File: src/design/spc_pkg.sv
package spc_pkg;
  // Widths
  localparam int PIN_W  = 6;
  localparam int ADDR_W = 8;
  localparam int DATA_W = 32;
  localparam int PAD_W  = DATA_W - PIN_W;

  // Register byte offsets
  localparam logic [ADDR_W-1:0] OFF_PIN  = 8'h00;
  localparam logic [ADDR_W-1:0] OFF_DIR  = 8'h04;
  localparam logic [ADDR_W-1:0] OFF_PULL = 8'h08;
  localparam logic [ADDR_W-1:0] OFF_IOC  = 8'h0c;
  localparam logic [ADDR_W-1:0] OFF_CTRL = 8'h10;

  // Control register fields
  localparam int CTRL_FLAG_BIT = 0;
  localparam int CTRL_GPU_BIT  = 1;

  // Reset values
  localparam logic [PIN_W-1:0] DIR_RST   = 6'h3f;
  localparam logic [PIN_W-1:0] PULL_RST  = 6'h3f;
  localparam logic [PIN_W-1:0] IOC_RST   = 6'h00;
  localparam logic [PIN_W-1:0] LATCH_RST = 6'h00;
  localparam logic             GPU_RST   = 1'b0;

  // Pin masks
  localparam logic [PIN_W-1:0] INPUT_ONLY_MASK = 6'h08;
  localparam logic [PIN_W-1:0] CRYSTAL_MASK    = 6'h30;
  localparam logic [PIN_W-1:0] NO_PINS         = 6'h00;
  localparam logic [PAD_W-1:0] UPPER_ZERO      = 26'h0000000;

  // Bus responses
  localparam logic [1:0] RESP_OKAY   = 2'h0;
  localparam logic [1:0] RESP_SLVERR = 2'h2;
endpackage

File: src/design/spc_sync.sv
module spc_sync (
  // Clock and reset
  input  logic                      clk,
  input  logic                      nrst,
  // Raw and synchronised pins
  input  logic [spc_pkg::PIN_W-1:0] d,
  output logic [spc_pkg::PIN_W-1:0] q
);
  logic [spc_pkg::PIN_W-1:0] stage1;

  always_ff @(posedge clk or negedge nrst) begin
    if (!nrst) begin
      stage1 <= spc_pkg::NO_PINS;
      q      <= spc_pkg::NO_PINS;
    end else begin
      stage1 <= d;
      q      <= stage1;
    end
  end
endmodule // spc_sync

File: src/design/spc_change.sv
module spc_change (
  // Clock and power-on reset
  input  logic                      clk,
  input  logic                      nrst,
  // Pin samples and control
  input  logic [spc_pkg::PIN_W-1:0] pins,
  input  logic [spc_pkg::PIN_W-1:0] enable,
  input  logic                      capture,
  // Result
  output logic                      mismatch
);
  logic [spc_pkg::PIN_W-1:0] lastRead;

  assign mismatch = |((pins ^ lastRead) & enable);

  always_ff @(posedge clk or negedge nrst) begin
    if (!nrst) begin
      lastRead <= spc_pkg::LATCH_RST;
    end else if (capture) begin
      lastRead <= pins;
    end
  end
endmodule // spc_change

File: src/design/spc_port.sv
// Overview of operation
// - Pin value bits seven and six always read zero.
// - Pin value read returns each lower pin level, high one, low zero, except pin three while it serves master clear.
// - A pin with analog select set reads zero.
// - Output data latches need no defined power-on value.
// - Direction bit one makes the pin an input, driver released.
// - Direction bit zero drives the output latch onto the pin.
// - Direction bit three always reads one; pin is input only.
// - Crystal modes force direction bits five and four to read one.
// - Each pin has a pull-up enable bit, one enables.
// - Pull-up switches off while the pin is an output.
// - Pull-ups need the global control; power-on leaves them disabled.
// - Input-only pin pull-up is on when it serves master clear.
// - Crystal modes force pull-up enable bits five and four to read one; those pull-ups stay off.
// - Per-pin change enable bits, cleared by power-on reset.
// - Enabled pins compared with last-read latch; mismatches OR to flag.
// - A port change condition can wake the device from sleep.
// - Pin value access refreshes the latch; software then clears flag.
// - Persisting mismatch keeps setting the flag over software clears.
// - Comparison latch survives master clear and brown-out resets.
// - A change coinciding with a read may be missed.
// - Crystal modes force change enable bits five and four to read one; comparison uses the written bits.
// - Pin value write loads the latch; read returns pin levels.
module spc_port (
  // Clock and power-on reset
  input  logic                       clk,
  input  logic                       nrst,
  // Master clear or brown-out reset, one-cycle pulse
  input  logic                       warmReset,
  // Device configuration
  input  logic                       crystalMode,
  input  logic                       masterClearFunction,
  input  logic [spc_pkg::PIN_W-1:0]  analogSelect,
  // Pins
  input  logic [spc_pkg::PIN_W-1:0]  pinIn,
  output logic [spc_pkg::PIN_W-1:0]  pinOut,
  output logic [spc_pkg::PIN_W-1:0]  pinOutEnN,
  output logic [spc_pkg::PIN_W-1:0]  pullupOn,
  // Events
  output logic                       portChangeFlag,
  output logic                       portChangeWake,
  // AXI4-Lite write
  input  logic [spc_pkg::ADDR_W-1:0] awaddr,
  input  logic                       awvalid,
  output logic                       awready,
  input  logic [spc_pkg::DATA_W-1:0] wdata,
  input  logic [3:0]                 wstrb,
  input  logic                       wvalid,
  output logic                       wready,
  output logic [1:0]                 bresp,
  output logic                       bvalid,
  input  logic                       bready,
  // AXI4-Lite read
  input  logic [spc_pkg::ADDR_W-1:0] araddr,
  input  logic                       arvalid,
  output logic                       arready,
  output logic [spc_pkg::DATA_W-1:0] rdata,
  output logic [1:0]                 rresp,
  output logic                       rvalid,
  input  logic                       rready
);
  function automatic logic hit(input logic [spc_pkg::ADDR_W-1:0] a,
                               input logic [spc_pkg::ADDR_W-1:0] off);
    return a[spc_pkg::ADDR_W-1:2] == off[spc_pkg::ADDR_W-1:2];
  endfunction

  function automatic logic mapped(input logic [spc_pkg::ADDR_W-1:0] a);
    return hit(a, spc_pkg::OFF_PIN) || hit(a, spc_pkg::OFF_DIR) ||
           hit(a, spc_pkg::OFF_PULL) || hit(a, spc_pkg::OFF_IOC) ||
           hit(a, spc_pkg::OFF_CTRL);
  endfunction

  function automatic logic [spc_pkg::DATA_W-1:0] pad(
      input logic [spc_pkg::PIN_W-1:0] v);
    return {spc_pkg::UPPER_ZERO, v};
  endfunction

  logic [spc_pkg::PIN_W-1:0]  outLatch;
  logic [spc_pkg::PIN_W-1:0]  pinDirection;
  logic [spc_pkg::PIN_W-1:0]  pullupEnable;
  logic [spc_pkg::PIN_W-1:0]  changeIrqEnable;
  logic                       globalPullup;
  logic                       awHeld;
  logic                       wHeld;
  logic [spc_pkg::ADDR_W-1:0] wrAddr;
  logic [spc_pkg::DATA_W-1:0] wrData;
  logic                       wrStrb0;
  logic [spc_pkg::PIN_W-1:0]  syncPins;
  logic                       mismatch;

  // Handshakes and decode
  wire awHs     = awvalid && awready;
  wire wHs      = wvalid && wready;
  wire arHs     = arvalid && arready;
  wire doWrite  = awHeld && wHeld;
  wire wrEn     = doWrite && wrStrb0;
  wire wrPin    = wrEn && hit(wrAddr, spc_pkg::OFF_PIN);
  wire wrDir    = wrEn && hit(wrAddr, spc_pkg::OFF_DIR);
  wire wrPull   = wrEn && hit(wrAddr, spc_pkg::OFF_PULL);
  wire wrIoc    = wrEn && hit(wrAddr, spc_pkg::OFF_IOC);
  wire wrCtrl   = wrEn && hit(wrAddr, spc_pkg::OFF_CTRL);
  wire rdPin    = arHs && hit(araddr, spc_pkg::OFF_PIN);
  // read or write of pin value
  wire capture  = rdPin || (doWrite && hit(wrAddr, spc_pkg::OFF_PIN));
  wire clrFlag  = wrCtrl && wrData[spc_pkg::CTRL_FLAG_BIT];

  assign awready = !awHeld && !bvalid;
  assign wready  = !wHeld && !bvalid;
  assign arready = !rvalid;

  // Forced bits
  wire [spc_pkg::PIN_W-1:0] xtalSel = crystalMode ? spc_pkg::CRYSTAL_MASK
                                                  : spc_pkg::NO_PINS;
  wire [spc_pkg::PIN_W-1:0] mclrSel = masterClearFunction
                                      ? spc_pkg::INPUT_ONLY_MASK
                                      : spc_pkg::NO_PINS;
  wire [spc_pkg::PIN_W-1:0] dirRead = pinDirection |
                                      spc_pkg::INPUT_ONLY_MASK | xtalSel;
  wire [spc_pkg::PIN_W-1:0] pullRead = pullupEnable | xtalSel;
  wire [spc_pkg::PIN_W-1:0] iocRead = changeIrqEnable | xtalSel;
  wire [spc_pkg::PIN_W-1:0] pinReadValue = syncPins & ~analogSelect &
                                           ~mclrSel;
  wire [spc_pkg::DATA_W-1:0] ctrlRead =
    pad({4'h0, globalPullup, portChangeFlag});

  wire [spc_pkg::DATA_W-1:0] rdMux =
    hit(araddr, spc_pkg::OFF_PIN)  ? pad(pinReadValue) :
    hit(araddr, spc_pkg::OFF_DIR)  ? pad(dirRead)      :
    hit(araddr, spc_pkg::OFF_PULL) ? pad(pullRead)     :
    hit(araddr, spc_pkg::OFF_IOC)  ? pad(iocRead)      :
    hit(araddr, spc_pkg::OFF_CTRL) ? ctrlRead          :
    {spc_pkg::DATA_W{1'b0}};

  assign pinOutEnN = dirRead;
  assign pinOut    = outLatch;
  assign pullupOn  = (pullupEnable & dirRead & ~xtalSel &
                      {spc_pkg::PIN_W{globalPullup}}) | mclrSel;
  assign portChangeWake = portChangeFlag;

  wire next_flag = mismatch || (portChangeFlag && !clrFlag);

  spc_sync u_sync (
    .clk  (clk),
    .nrst (nrst),
    .d    (pinIn),
    .q    (syncPins)
  );

  // change during capture may be absorbed
  spc_change u_change (
    .clk      (clk),
    .nrst     (nrst),
    .pins     (syncPins),
    .enable   (changeIrqEnable),
    .capture  (capture),
    .mismatch (mismatch)
  );

  // Write channel holding
  always_ff @(posedge clk or negedge nrst) begin
    if (!nrst) begin
      awHeld  <= 1'b0;
      wHeld   <= 1'b0;
      wrAddr  <= '0;
      wrData  <= '0;
      wrStrb0 <= 1'b0;
    end else begin
      if (awHs) begin
        awHeld <= 1'b1;
        wrAddr <= awaddr;
      end else if (doWrite) begin
        awHeld <= 1'b0;
      end
      if (wHs) begin
        wHeld   <= 1'b1;
        wrData  <= wdata;
        wrStrb0 <= wstrb[0];
      end else if (doWrite) begin
        wHeld <= 1'b0;
      end
    end
  end

  // Write response
  always_ff @(posedge clk or negedge nrst) begin
    if (!nrst) begin
      bvalid <= 1'b0;
      bresp  <= spc_pkg::RESP_OKAY;
    end else if (doWrite) begin
      bvalid <= 1'b1;
      bresp  <= mapped(wrAddr) ? spc_pkg::RESP_OKAY : spc_pkg::RESP_SLVERR;
    end else if (bready) begin
      bvalid <= 1'b0;
    end
  end

  // Read response
  always_ff @(posedge clk or negedge nrst) begin
    if (!nrst) begin
      rvalid <= 1'b0;
      rdata  <= '0;
      rresp  <= spc_pkg::RESP_OKAY;
    end else if (arHs) begin
      rvalid <= 1'b1;
      rdata  <= rdMux;
      rresp  <= mapped(araddr) ? spc_pkg::RESP_OKAY : spc_pkg::RESP_SLVERR;
    end else if (rready) begin
      rvalid <= 1'b0;
    end
  end

  always_ff @(posedge clk or negedge nrst) begin
    if (!nrst) begin
      outLatch <= spc_pkg::LATCH_RST;
    end else if (wrPin) begin
      outLatch <= wrData[spc_pkg::PIN_W-1:0];
    end
  end

  always_ff @(posedge clk or negedge nrst) begin
    if (!nrst) begin
      pinDirection    <= spc_pkg::DIR_RST;
      pullupEnable    <= spc_pkg::PULL_RST;
      changeIrqEnable <= spc_pkg::IOC_RST;
      globalPullup    <= spc_pkg::GPU_RST;
    end else if (warmReset) begin
      pinDirection    <= spc_pkg::DIR_RST;
      pullupEnable    <= spc_pkg::PULL_RST;
      changeIrqEnable <= spc_pkg::IOC_RST;
      globalPullup    <= spc_pkg::GPU_RST;
    end else begin
      if (wrDir) pinDirection <= wrData[spc_pkg::PIN_W-1:0];
      if (wrPull) pullupEnable <= wrData[spc_pkg::PIN_W-1:0];
      if (wrIoc) changeIrqEnable <= wrData[spc_pkg::PIN_W-1:0];
      if (wrCtrl) globalPullup <= wrData[spc_pkg::CTRL_GPU_BIT];
    end
  end

  // mismatch after warm reset sets flag again
  always_ff @(posedge clk or negedge nrst) begin
    if (!nrst) begin
      portChangeFlag <= 1'b0;
    end else if (warmReset) begin
      portChangeFlag <= mismatch;
    end else begin
      portChangeFlag <= next_flag;
    end
  end
endmodule // spc_port

File: config.mk
export PLATFORM = sky130hd
export DESIGN_NAME = spc_port
export DESIGN_NICKNAME = d
export VERILOG_FILES = /design/src/design/spc_pkg.sv /design/src/design/spc_sync.sv /design/src/design/spc_change.sv /design/src/design/spc_port.sv
export SDC_FILE = /design/constraint.sdc
export NUM_CORES = 1
export LEC_CHECK = 0
export BUFFER_PORTS_ARGS = -buffer_cell sky130_fd_sc_hd__buf_2
export CAP_MARGIN = 10
export CORE_MARGIN = 2
export CORE_UTILIZATION = 40
export CTS_CLUSTER_DIAMETER = 120
export DETAILED_ROUTE_END_ITERATION = 10
export PLACE_DENSITY = 0.68
export RECOVER_POWER = 50
export SLEW_MARGIN = 20
export SYNTH_ARGS = -nofsm -noshare
export SYNTH_HDL_FRONTEND = slang
export SYNTH_SLANG_ARGS = --single-unit
export TNS_END_PERCENT = 10
File: constraint.sdc
create_clock -name clk -period 1.9 [get_ports clk]
set_input_delay 0.38 -clock clk [delete_from_list [all_inputs] [get_ports clk]]
set_output_delay 0.38 -clock clk [all_outputs]
set_load 0.05 [all_outputs]
==> summary.txt <==
Outcome: complete, no violations
Top Usage Layer GRT: met2
Hold Crit Start: pinIn[5]
Die Span X: 94.7 um
Largest fanout on the critical path: 4
Total of fill cells in the finished design: 789
Final hold violations: 0
CTS tree: built
Reg2Reg Depth: 3
CP endpoint kind: output pin
Post-DP HPWL: 5060 um
FP Rows: 33
CP Class: reg -> out
Post-synth EDFFs: 0
CTS Hold Bufs: 0
Number of antenna violations at the first check in global routing: 0
Dominant cells by area after synthesis: dfrtp_1 (43%), dfstp_2 (8.8%), buf_4 (7.5%), mux2_1 (5.8%), nor2b_1 (3.0%)
Drt wl/cell: 14.5 um
Largest net degree at the start of global routing: 25
CTS sink count: 68
Cell count after synthesis: 286
Met3 Use GR: 3.51%
Critical Path, Cell by Cell: and3_1, buf_2
First-pass GRT wire length: 11000 um
CTS buffer count: 9
Pre-Repair DR Iteration Count: 4
Area grow syn2layout: 17.9%
Die height: 94.7 um
Worst skew pair latency: 0.34 ns
Yosys warns: 0
Reg area: 1720 sq um
Req. time, crit path: 1.52 ns
Global route overflow: 0
Mapped cell area: 3290 sq um
List of most frequent post-synthesis cells: dfrtp_1 (57), buf_4 (33), mux2_1 (17)
Leak: 1.94 nW
Post-CTS Setup Repair Bufs: 0
Final slew viol count: 0
Synthesized area per cell: 11.5 sq um
Min cycle time layout: 1.77 ns
Worst Hold Class: in -> reg
Beginning of the worst register-to-register path: awHeld$_DFFE_PN0P_
Yosys cell types: 47
Max-cap violation count: 0
IO buf count: 72
Maximum VDD drop: 1.05 mV
GRT met2 Usage: 23.6%
Tcrit/Tclk final: 93.0%
Overall Global Routing Usage: 16.1%
Main synth FF type: dfrtp_1
Endpoint, Worst Hold: u_sync.stage1[5]$_DFF_PN0_
Post-route ant nets: 0
Worst-path clk slew: 0.07 ns
CP max stage delay: 0.57 ns
Met1 Track Usage GR: 23.3%
Drt first-iter violations: 85
Area of the multi-input gates: 1350 sq um
Root buffer cell: clkbuf_8
Worst Path Arrival: 1.39 ns
Worst-margin pin slew: 1.47 ns
Fraction of layout cells with a size suffix above 1: 32.9%
Top cell type by total area after synthesis: dfrtp_1
Max Root-Sink Buffers: 2
Seq/Total Area, Yosys: 52.1%
Unrepaired setup endpoints after global routing: no
Post-synthesis register bit count: 68
Cell with the most instances after synthesis: dfrtp_1
Max H-tree Level: 3
Initial core utilization: 40.7%
Pwr Density: 1200 nW/um^2
Min-Delay Path Depth: 1
Crit start category: flip-flop
Crit-path slowest cell: dfstp_2
PostCTS Resize Cnt: 0
Die area: 8970 sq um
Number of global-route vias before repair: 2163
RR Endpoint: pinOut[4]$_DFFE_PN0P_
Utilization after layout: 47.9%
Final hold slack: 0.139 ns
Yosys top cell area share: 43.3%
Vias/cell: 4.87
Max-slew headroom: 1.96%
# diodes: 0
Total core area: 8090 sq um
Vias: 2291
DR DRC count: 0
I/O pin cnt: 135
Final net count: 434
GP Congestion: 0.774
Final setup vio count: 0
Routed WL: 6800 um
Async S/R FF share, synth: 100%
Worst Skew: 0.00720 ns
FMAX: 566 MHz
R2R setup slack: 0.17 ns
-- worst max path at each step --
stage / from / end / cells past startpoint / slack [ns]
detailed placement: araddr[7] / u_change.lastRead[5]$_DFFE_PN0P_ / 5 / -0.17
global route: awHeld$_DFFE_PN0P_ / pinOut[1]$_DFFE_PN0P_ / 3 / 0.05
finish: pinDirection[0]$_DFFE_PN1P_ / pullupOn[0] / 2 / 0.13
floorplan: araddr[7] / u_change.lastRead[0]$_DFFE_PN0P_ / 6 / -0.23
global placement: araddr[7] / u_change.lastRead[4]$_DFFE_PN0P_ / 5 / -0.18
CTS: pinDirection[0]$_DFFE_PN1P_ / pullupOn[0] / 2 / 0.12
-- power by group --
group	switching [W]	leakage, nW	internal, W	total [W]
Clock	0.000562	0.103	0.000601	0.00116
Sequential	0.000317	0.836	0.00177	0.00208
Combinational	0.000940	0.999	0.000472	0.00141
-- metal layers --
metal	share of wire [%]	vias up	wire, um
met5	0	-	0
met4	1.5	0	102
met3	7.1	9	483
met2	45	94	3040
met1	47	1106	3170
li1	-	1082	-
-- state kept, by name, indices dropped and copies added (netlist names), 6 cells and up --
signal             flops
u_sync.stage1          6
wrData                 6
pinOut                 6
rdata                  6
changeIrqEnable        6
u_sync.q               6
wrAddr                 6
pullupEnable           6
u_change.lastRead      6
-- worst max-delay path, delay by kind of cell, from the launching register on --
kind                   cells  cell delay, ns
buffers and inverters      1            0.28
and+or+nand+nor            1            0.20
DFF                        1            0.57
-- cell families after synthesis --
family / after synthesis / synth area share (%)
xor+xnor: 6 / 1.60
flops: 68 / 52.1
mux: 33 / 12.0
compound gates: 45 / 9.85
simple gates: 77 / 13.9
other cells: 2 / 0.228
buf+inv: 55 / 10.3
-- stage by stage --
step	setup WS [ns]	cells	setup TNS (ns)	total power [W]	instance area, sq um
floorplan	-0.231	313	-2.01	0.00317	3410
global placement	-0.181	454	-1.06	0.00349	3700
detailed placement	-0.173	454	-1.02	0.00353	3700
CTS	0.119	470	0	0.00471	3890
global route	0.0497	470	0	0.00491	3880
finish	0.132	470	0	0.00466	3880
-- final cells by class --
| type | count | share of cell area, % |
|---|---|---|
| clock buffer | 9 | 3.19 |
| clock inverter | 7 | 1.74 |
| inverter | 8 | 0.774 |
| multi-input combinational | 190 | 34.8 |
| sequential | 68 | 44.2 |
| tap | 105 | 3.39 |
| timing repair buffer | 83 | 11.8 |
-- layout by cell type (no fill, tap or decap), drive strengths merged, types with 6 or more instances in the layout --
cell,instances
buf,80
dfrtp,57
conb,29
mux2,23
nor2b,16
nor2,14
clkbuf,12
a211o,11
dfstp,11
nand2,10
mux2i,9
o21ai,9
inv,8
and3,6
xor2,6
clkinv,6
Power figures use the tool's default switching activity.
